$ cat src/core/circ_pkg.sv
// Package with the register map, field positions, reset values and range points of the clock input slice.
package circ_pkg;
   // Byte offsets of the register map.
   localparam logic [6:0]  INPUT_CLOCK_CONFIG_ADDR     = 7'h2a;
   localparam logic [6:0]  SUPPLY_NOISE_CONFIG_ADDR    = 7'h2b;
   localparam logic [6:0]  REFERENCE_EDGE_POSITION_ADDR = 7'h2c;
   localparam logic [6:0]  FULL_SCALE_RANGE_ADDR       = 7'h30;
   localparam logic [6:0]  FULL_SCALE_RANGE_HI_ADDR    = 7'h31;
   localparam logic [6:0]  EDGE_POSITION_MID_ADDR      = 7'h2d;
   localparam logic [6:0]  EDGE_POSITION_HI_ADDR       = 7'h2e;
   localparam logic [6:0]  ALIGN_REF_CONTROL_ADDR      = 7'h29;
   // Reset values.
   localparam logic [7:0]  INPUT_CLOCK_CONFIG_RST  = 8'h00;
   localparam logic [7:0]  SUPPLY_NOISE_CONFIG_RST = 8'h10;
   localparam logic [7:0]  ALIGN_REF_CONTROL_RST   = 8'h80;
   localparam logic [15:0] FULL_SCALE_RANGE_RST    = 16'ha000;
   // Field positions.
   localparam int DEVICE_CLOCK_PECL_BIT   = 2;
   localparam int ALIGN_REF_PECL_BIT      = 1;
   localparam int ALIGN_REF_INVERT_BIT    = 0;
   localparam int QUIET_DENOISE_BIT       = 2;
   localparam int CLOCK_DENOISE_BIT       = 0;
   localparam int WINDOW_FINE_BIT         = 4;
   localparam int DELAY_SELECT_MSB        = 3;
   // Full-scale range points in code and millivolts peak to peak.
   localparam logic [15:0] FSR_CODE_LOW  = 16'h2000;
   localparam logic [15:0] FSR_CODE_MID  = 16'ha000;
   localparam logic [15:0] FSR_CODE_MAX  = 16'hffff;
   localparam logic [9:0]  FSR_MV_LOW    = 10'h1f4;
   localparam logic [9:0]  FSR_MV_MID    = 10'h320;
   localparam logic [9:0]  FSR_MV_MAX    = 10'h3e8;
endpackage

$ cat src/core/circ_regs.sv
// Clock input, supply noise, edge position and full-scale range registers behind the serial control port.
// Operation
// - Input clock config resets to all zeros.
// - Bit 2 selects device clock PECL mode.
// - Bit 1 selects alignment reference PECL mode.
// - Bit 0 inverts the alignment reference.
// - Supply noise config resets to 0x10.
// - Bit 2 enables quiet analog supply denoise.
// - Bit 0 enables clock supply denoise.
// - Read-only 24-bit reference edge position.
// - 16-bit full-scale code, resets 0xA000.
// - Codes 0x2000/0xA000/0xFFFF give 500/800/1000 mV.
// - Four-bit field selects alignment sampling delay.
// - Fine bit shrinks windowing delay steps.
//
// Access model: the serial control port ahead of this block turns each transfer into
// byte strobes. A write strobe with clkEn high lands on that rising edge; the decoded
// control outputs follow on the next enabled edge. A read strobe loads regRdata on its
// edge and the byte then stands until the next read.
//
// Byte layout: the range code takes two consecutive addresses, low byte first, and the
// edge position takes three, least significant byte first. Each byte is written or
// read on its own; there is no shadow latch, so software that changes the range code
// sees one intermediate code between the two byte writes.
//
// Limitations: reserved bits are stored as written and read back as written. Keeping
// them at their defaults is left to software, which saves a per-bit mask here.
//
// Clocking: every flip-flop runs on clk and is frozen while clkEn is low. The
// reference pin and the edge position bus come from other timing domains and are
// resynchronised; only the edge position compare reads the first synchroniser stage directly.
`timescale 1ns/10ps
`default_nettype none
module circ_regs (
   input  wire logic        clk,
   input  wire logic        reset,
   input  wire logic        clkEn,
   input  wire logic        regWrite,
   input  wire logic        regRead,
   input  wire logic [6:0]  regAddr,
   input  wire logic [7:0]  regWdata,
   output logic      [7:0]  regRdata,
   input  wire logic        alignRefRaw,
   input  wire logic [23:0] edgePosition,
   output logic             deviceClockPeclMode,
   output logic             alignRefPeclMode,
   output logic             alignRefUsed,
   output logic             analogQuietSupplyDenoise,
   output logic             clockSupplyDenoise,
   output logic [3:0]       alignRefDelaySelect,
   output logic             alignRefWindowFine,
   output logic [15:0]      fullScaleRange,
   output logic [9:0]       fullScaleMillivolts
);
   logic [7:0]  inputClockConfig_reg;
   logic [7:0]  supplyNoiseConfig_reg;
   logic [7:0]  alignRefControl_reg;
   logic [15:0] fullScaleRange_reg;
   logic [1:0]  alignRefSync_reg;
   logic [23:0] edgePosSync1_reg;
   logic [23:0] edgePosSync2_reg;
   logic [23:0] edgePosHold_reg;
   logic [9:0]  fsrMv_next;

   ////////////////////////////////////////////////////////////////////////////////
   // Configuration writes; each register is a byte lane, the range code spans two bytes.
   // package default reset values
   always_ff @(posedge clk or posedge reset) begin
      if (reset) begin
         inputClockConfig_reg  <= circ_pkg::INPUT_CLOCK_CONFIG_RST;
         supplyNoiseConfig_reg <= circ_pkg::SUPPLY_NOISE_CONFIG_RST;
         alignRefControl_reg   <= circ_pkg::ALIGN_REF_CONTROL_RST;
         fullScaleRange_reg    <= circ_pkg::FULL_SCALE_RANGE_RST;
      end else if (clkEn && regWrite) begin
         // Reserved bits are stored as written; software is expected to keep them at default.
         unique case (regAddr)
            circ_pkg::INPUT_CLOCK_CONFIG_ADDR:  inputClockConfig_reg <= regWdata;
            circ_pkg::SUPPLY_NOISE_CONFIG_ADDR: supplyNoiseConfig_reg <= regWdata;
            circ_pkg::ALIGN_REF_CONTROL_ADDR:   alignRefControl_reg <= regWdata;
            circ_pkg::FULL_SCALE_RANGE_ADDR:    fullScaleRange_reg[7:0] <= regWdata;
            circ_pkg::FULL_SCALE_RANGE_HI_ADDR: fullScaleRange_reg[15:8] <= regWdata;
            default: ;
         endcase
      end
   end

   ////////////////////////////////////////////////////////////////////////////////
   // Pin inputs pass two flip-flops; only the edge position compare also reads the first stage.
   always_ff @(posedge clk or posedge reset) begin
      if (reset) begin
         alignRefSync_reg <= 2'h0;
         edgePosSync1_reg <= 24'h000000;
         edgePosSync2_reg <= 24'h000000;
      end else if (clkEn) begin
         alignRefSync_reg <= {alignRefSync_reg[0], alignRefRaw};
         edgePosSync1_reg <= edgePosition;
         edgePosSync2_reg <= edgePosSync1_reg;
      end
   end

   ////////////////////////////////////////////////////////////////////////////////
   // The edge position bus is many bits wide, so two flip-flops alone could hand over a
   // mix of old and new bits while it changes. A snapshot is taken only when both
   // synchroniser stages agree, which means the bus has held still for a full cycle.
   // The trade-off is one more cycle of latency on a slowly changing status value.
   // coherent edge position
   always_ff @(posedge clk or posedge reset) begin
      if (reset) begin
         edgePosHold_reg <= 24'h000000;
      end else if (clkEn && (edgePosSync1_reg == edgePosSync2_reg)) begin
         edgePosHold_reg <= edgePosSync2_reg;
      end
   end

   ////////////////////////////////////////////////////////////////////////////////
   // Piecewise linear map from code to millivolts, monotonic between the listed points.
   // Products are formed at 32 bits, because a 16-bit code times a slope needs up to 24 bits;
   // a 16-bit product would overflow and fold the map back on itself.
   // listed points
   always_comb begin
      logic [31:0] span;
      span = 32'h00000000;
      fsrMv_next = circ_pkg::FSR_MV_MID;
      if (fullScaleRange_reg < circ_pkg::FSR_CODE_LOW) begin
         // Below the recommended minimum the range keeps shrinking linearly toward zero.
         span = (32'(fullScaleRange_reg) * 32'(circ_pkg::FSR_MV_LOW)) / 32'(circ_pkg::FSR_CODE_LOW);
         fsrMv_next = span[9:0];
      end else if (fullScaleRange_reg < circ_pkg::FSR_CODE_MID) begin
         span = (32'(fullScaleRange_reg - circ_pkg::FSR_CODE_LOW)
                 * 32'(circ_pkg::FSR_MV_MID - circ_pkg::FSR_MV_LOW))
                / 32'(circ_pkg::FSR_CODE_MID - circ_pkg::FSR_CODE_LOW);
         fsrMv_next = circ_pkg::FSR_MV_LOW + span[9:0];
      end else begin
         span = (32'(fullScaleRange_reg - circ_pkg::FSR_CODE_MID)
                 * 32'(circ_pkg::FSR_MV_MAX - circ_pkg::FSR_MV_MID))
                / 32'(circ_pkg::FSR_CODE_MAX - circ_pkg::FSR_CODE_MID);
         fsrMv_next = circ_pkg::FSR_MV_MID + span[9:0];
      end
   end

   ////////////////////////////////////////////////////////////////////////////////
   // Control outputs are registered so the analog side sees clean levels.
   // device clock PECL
   always_ff @(posedge clk or posedge reset) begin
      if (reset) begin
         deviceClockPeclMode      <= 1'b0;
         alignRefPeclMode         <= 1'b0;
         alignRefUsed             <= 1'b0;
         analogQuietSupplyDenoise <= 1'b0;
         clockSupplyDenoise       <= 1'b0;
         alignRefDelaySelect      <= 4'h0;
         alignRefWindowFine       <= 1'b0;
         fullScaleRange           <= circ_pkg::FULL_SCALE_RANGE_RST;
         fullScaleMillivolts      <= circ_pkg::FSR_MV_MID;
      end else if (clkEn) begin
         deviceClockPeclMode      <= inputClockConfig_reg[circ_pkg::DEVICE_CLOCK_PECL_BIT];
         alignRefPeclMode         <= inputClockConfig_reg[circ_pkg::ALIGN_REF_PECL_BIT];
         alignRefUsed             <= alignRefSync_reg[1] ^ inputClockConfig_reg[circ_pkg::ALIGN_REF_INVERT_BIT];
         analogQuietSupplyDenoise <= supplyNoiseConfig_reg[circ_pkg::QUIET_DENOISE_BIT];
         clockSupplyDenoise       <= supplyNoiseConfig_reg[circ_pkg::CLOCK_DENOISE_BIT];
         alignRefDelaySelect      <= alignRefControl_reg[circ_pkg::DELAY_SELECT_MSB:0];
         alignRefWindowFine       <= alignRefControl_reg[circ_pkg::WINDOW_FINE_BIT];
         fullScaleRange           <= fullScaleRange_reg;
         fullScaleMillivolts      <= fsrMv_next;
      end
   end

   ////////////////////////////////////////////////////////////////////////////////
   // Read data, registered on the edge that takes the read strobe; unmapped bytes read zero.
   // edge position readback
   always_ff @(posedge clk or posedge reset) begin
      if (reset) begin
         regRdata <= 8'h00;
      end else if (clkEn && regRead) begin
         unique case (regAddr)
            circ_pkg::ALIGN_REF_CONTROL_ADDR:       regRdata <= alignRefControl_reg;
            circ_pkg::INPUT_CLOCK_CONFIG_ADDR:      regRdata <= inputClockConfig_reg;
            circ_pkg::SUPPLY_NOISE_CONFIG_ADDR:     regRdata <= supplyNoiseConfig_reg;
            circ_pkg::REFERENCE_EDGE_POSITION_ADDR: regRdata <= edgePosHold_reg[7:0];
            circ_pkg::EDGE_POSITION_MID_ADDR:       regRdata <= edgePosHold_reg[15:8];
            circ_pkg::EDGE_POSITION_HI_ADDR:        regRdata <= edgePosHold_reg[23:16];
            circ_pkg::FULL_SCALE_RANGE_ADDR:        regRdata <= fullScaleRange_reg[7:0];
            circ_pkg::FULL_SCALE_RANGE_HI_ADDR:     regRdata <= fullScaleRange_reg[15:8];
            default:                                regRdata <= 8'h00;
         endcase
      end
   end
endmodule
`default_nettype wire

$ cat config.mk
export PLATFORM = sky130hd
export DESIGN_NAME = circ_regs
export DESIGN_NICKNAME = d
export VERILOG_FILES = /design/src/core/circ_pkg.sv /design/src/core/circ_regs.sv
export SDC_FILE = /design/constraint.sdc
export NUM_CORES = 1
export LEC_CHECK = 0
export BUFFER_PORTS_ARGS = -buffer_cell sky130_fd_sc_hd__buf_2
export CORE_MARGIN = 5
export CORE_UTILIZATION = 44
export DETAILED_ROUTE_END_ITERATION = 6
export PLACE_DENSITY = 0.7
export SYNTH_ARGS = -nofsm -noshare
export SYNTH_HDL_FRONTEND = slang
export SYNTH_SLANG_ARGS = --single-unit
$ cat constraint.sdc
create_clock -name clk -period 20.1 [get_ports clk]
set_input_delay 3.015 -clock clk [delete_from_list [all_inputs] [get_ports clk]]
set_output_delay 3.015 -clock clk [all_outputs]
set_load 0.01 [all_outputs]
### Word level (Yosys, flattened, before mapping)

Cells that the tools add are included.

| storage, ports and cells | value |
|---|---|
| register bits after elaboration | 158 |
| word-level logic and storage cells | 50 |

| operators by class | value |
|---|---|
| $add $sub $neg | 4 |
| multiply operators | 3 |
| divide/modulo/power cells | 1 |
| order comparisons | 2 |
| eq/ne operators | 9 |
| multiplexer cells | 3 |
| bitwise operators | 1 |
| reductions and logical operators | 8 |

Operator list:

| operator | count |
|---|---|
| case mux 8 bit (8 select lines) | 1 |
| equality test 7 x 6 -> 1 bit (second input constant) | 8 |
| divider 32 x 15 -> 32 bit (second input constant) | 1 |
| multiplier 32 x 5 -> 29 bit (second input constant) | 1 |
| multiplier 32 x 7 -> 23 bit (second input constant) | 1 |
| equality test 24 bit | 1 |
| multiplier 16 x 7 -> 21 bit (second input constant) | 1 |
| two-way mux 10 bit | 2 |
| subtractor 16 x 14 -> 17 bit (second input constant) | 1 |
| subtractor 16 x 16 -> 17 bit (second input constant) | 1 |
| < comparator 16 x 14 -> 1 bit (second input constant) | 1 |
| < comparator 16 bit (second input constant) | 1 |
| adder 10 bit (first input constant) | 1 |
| adder 9 x 10 -> 10 bit (first input constant) | 1 |
| AND reduction 2 bit | 5 |
| logical AND 1 bit | 3 |
| XOR 1 bit | 1 |

### Depth between registers and ports, before layout

| depth | value |
|---|---|
| depth in word-level cells | 6 |
| gate-level depth with buffers | 63 |
| mapped depth without buffers | 54 |

### Worst setup path before layout

Ideal clock, no wire load.

| path | value |
|---|---|
| kind | flip-flop to flip-flop |
| start | register fullScaleRange_reg[13] |
| end | register fullScaleMillivolts[1] |
| library setup time | 0.082 ns |
| arrival time | 14.418 ns |
| slack | 5.600 ns |
| cell stages (with the launch flop) | 56 |
| buffers on the path | 4 |
| clock period less this slack | 14.500 ns |
| cell sequence | dfstp_2 inv_1 ha_1 ha_1 ha_1 inv_1 fa_1 fa_1 inv_1 ha_1 nand2_1 nor2_1 and3b_1 a21boi_1 nor3_2 o221ai_1 or3_1 xnor2_1 [20 not listed] o41ai_1 a21oi_1 or2_4 nor4_4 nor3_1 or4_4 nor4_4 mux2i_1 a2111oi_4 o211ai_4 or2_1 nand2_1 inv_1 ha_1 and4b_1 or4_1 a311o_1 a31oi_1 |

| on the way | value |
|---|---|
| cells in the longest elaborated chain, start to end | 6 |

Ends and longest elaborated chain:

| what | line | RTL |
|---|---|---|
| start: declaration | circ_regs.sv:58 | `logic [15:0] fullScaleRange_reg;` |
| start signal: assignment | circ_regs.sv:73 | `fullScaleRange_reg <= circ_pkg::FULL_SCALE_RANGE_RST;` |
| start signal: assignment | circ_regs.sv:81 | `circ_pkg::FULL_SCALE_RANGE_HI_ADDR: fullScaleRange_reg[15:8] <= regWdata;` |
| subtractor 16 x 16 -> 17 bit | circ_regs.sv:134 | `span = (32'(fullScaleRange_reg - circ_pkg::FSR_CODE_MID)` |
| multiplier 32 x 5 -> 29 bit | circ_regs.sv:135 | `* 32'(circ_pkg::FSR_MV_MAX - circ_pkg::FSR_MV_MID))` |
| divider 32 x 15 -> 32 bit | circ_regs.sv:136 | `/ 32'(circ_pkg::FSR_CODE_MAX - circ_pkg::FSR_CODE_MID);` |
| adder 10 bit | circ_regs.sv:137 | `fsrMv_next = circ_pkg::FSR_MV_MID + span[9:0];` |
| two-way mux 10 bit | circ_regs.sv:128 | `end else if (fullScaleRange_reg < circ_pkg::FSR_CODE_MID) begin` |
| two-way mux 10 bit (*) | circ_regs.sv:124 | `if (fullScaleRange_reg < circ_pkg::FSR_CODE_LOW) begin` |
| end signal: assignment | circ_regs.sv:154 | `fullScaleMillivolts <= circ_pkg::FSR_MV_MID;` |
| end signal: assignment | circ_regs.sv:164 | `fullScaleMillivolts <= fsrMv_next;` |
| end: declaration | circ_regs.sv:53 | `output logic [9:0] fullScaleMillivolts` |

Mark *: on every way between the ends. The rest lies on a longest branch, timed or not.
A chain may end at the register's enable or synchronous reset.

### Worst setup path in the final report

| path | value |
|---|---|
| start | register fullScaleRange_reg[13] |
| end | register fullScaleMillivolts[0] |

Same word-level chain as after synthesis.

==> results.json <==
{
  "grt.met1_usage_pct": 30.88,
  "crit_path_start": "fullScaleRange_reg[13]",
  "synth-async-reset-ratio_pct": 100.0,
  "antenna_found_initial": 1,
  "drtIter0Drc": 1576,
  "num_vias": 16800,
  "outcome": "finished with violations",
  "overflow": 0,
  "antennaDiodeCount": 0,
  "yosysMostFrequentCell": "inv_1",
  "grt_usage_pct": 22.01,
  "synth_cells": 2110,
  "final_cells": 2760,
  "cp.required_ns": 20.39,
  "ys_types": 128,
  "grt_max_degree": 92,
  "largest_reg_flops": 32,
  "synthDominantCellAreaShare_pct": 19.37,
  "synth_edf_count": 0,
  "die_y_um": 219.2,
  "cts_resized": 0,
  "critPathMaxStageDelay_ns": 1.00,
  "period_needed_ns": 17.23,
  "ios": 89,
  "viasPerCell": 6.086,
  "worst_slew_pin_slew_ns": 1.224,
  "clock_sinks": 158,
  "dp_hpwl_mm": 41.86,
  "crit_arrival_ns": 17.52,
  "worst_skew_pair.late_latency_ns": 0.43,
  "clk_path_buf_depth": 2,
  "wl_per_cell_um": 19.30,
  "cts-root-buf": "clkbuf_16",
  "busiest_layer": "met2",
  "ant_nets": 0,
  "synth_warnings": 0,
  "htreeDepth": 4,
  "synth_top_cell_by_area": "dfrtp_1",
  "core_region_area_um2": 43170,
  "synth-seq-cells": 158,
  "fin_crit_sh_pct": 85.73,
  "die_area_um2": 48030,
  "yosysSeqAreaShare_pct": 20.60,
  "yosys-top-cells-area": "dfrtp_1, fa_1, ha_1",
  "routabilityCongestion": 0.9256,
  "multi_input_area_um2": 14310,
  "crit_top_cell": "ha_1",
  "num_rows": 76,
  "synth_ff_type": "dfrtp_1",
  "cts_tree": "yes",
  "finalSetupTns_ns": 0,
  "nNetsFinal": 2453,
  "slowest_stage": "o21ai_0",
  "setup_viol": 0,
  "seqCellArea_um2": 3965,
  "fmax_mhz": 58.03,
  "areaGrowthSynthToFinish_pct": 7.918,
  "grt_pass1_wl_mm": 87.89,
  "portBuffers": 88,
  "first_pass_iters": 7,
  "routed_wl_mm": 53.26,
  "cts_buffers": 17,
  "clock_skew_ns": 0.008881,
  "die_w_um": 219.2,
  "drive_gt1_share_pct": 17.79,
  "syn_nets": 2401,
  "hold_viol": 0,
  "relSlewSlack_pct": 17.56,
  "use_met3_pct": 2.800,
  "clk_pin_slew_worst_paths_ns": 0.07,
  "hp-class": "flip-flop to flip-flop",
  "path_max_fanout": 15,
  "max_cap_violations": 0,
  "ys_top_cells_by_count": "inv_1, ha_1, dfrtp_1, nand2_1, mux2_2",
  "avgSynthCellArea_um2": 9.122,
  "start_kind": "flip-flop",
  "critical_path_class": "flip-flop to flip-flop",
  "timing.rr.start": "fullScaleRange_reg[13]",
  "rsz0062_at_grt": "no",
  "cts_setup_buffers": 0,
  "min_from": "regRdata[3]",
  "initial_utilization_pct": 44.58,
  "post-route-drc-count": 3,
  "nFillCells": 4105,
  "dp_cells": 2728,
  "first_global_vias": 16620,
  "syn_area_um2": 19250,
  "slew_violations": 0,
  "violations": "design-rule violations",
  "globalRouteMet2Util_pct": 37.09,
  "hold_buffers": 0,
  "endpoint_kind": "flip-flop"
}
[cells by family (layout without fill, tap and decap cells)]
kind of cell,after synthesis,count (layout),synth area share (%)
multiplexers,148,148,8.626
buffers and inverters,234,299,5.071
AND/OR/NAND/NOR,619,619,17.77
adder cells (fa/ha/maj),246,246,19.74
XOR/XNOR,146,146,6.839
AO/OA/AOI/OAI,559,559,21.35
flip-flops,158,158,20.60
[metrics by stage]
step                utilization, %  hold slack, ns  area, um2  setup WS [ns]
floorplan                        -          0.4749      19250          5.600
CTS                          48.11          0.4877      20770          3.136
global route                 48.11          0.5205      20770          1.540
detailed placement           46.77          0.4731      20190          3.225
global placement             46.77          0.4687      20190          3.789
finish                       48.11          0.4932      20770          2.868
[worst paths after layout]
kind	slack, ns	cells after the start	to
setup / recovery	2.87	51	fullScaleMillivolts[0]
setup reg to reg	2.87	51	fullScaleMillivolts[0]
hold / removal	0.49	2	regRdata[3]
hold reg to reg	0.49	2	regRdata[3]
min in group asynchronous	2.77	2	fullScaleRange[9]
max in group asynchronous	15.94	3	inputClockConfig_reg[1]
[cell usage in the layout (no fill, tap or decap), types with 19 or more instances in the layout]
master	n
nor2_1	117
a21o_1	30
nand2b_1	20
nand2_1	147
nor4_1	23
nor3_1	51
buf_4	19
o21ai_0	73
a31oi_1	30
buf_2	87
fa_1	96
and3_1	24
xor2_1	63
mux2_2	134
dfrtp_1	149
ha_1	150
nand4_1	24
a211oi_1	19
xnor2_1	78
and2_1	24
nand3_1	54
inv_1	160
a21oi_1	123
[final cells by class]
type | instances | share of cell area, %
clock buffer | 18 | 2.114
clock inverter | 14 | 0.6807
inverter | 161 | 2.934
multi-input combinational | 1718 | 68.88
sequential | 158 | 19.09
tap | 585 | 3.524
timing repair buffer | 106 | 2.783
[layer usage]
metal	vias to the layer above	wire length [um]
met5	-	13
met4	2	770
met3	58	3031
met2	577	25510
met1	8270	23940
li1	7889	-
[critical path: cells and delay by family, from the launching register on]
family,cells,cell delay [ns]
compound gates,19,5.74
simple gates,15,5.60
fa+ha+maj,7,2.69
buf+inv,5,0.81
xor+xnor,3,0.80
flops,1,0.77
mux,2,0.67
Power is not shown: default switching activity piles up to over one toggle a cycle in this logic, so the estimate is an artifact.
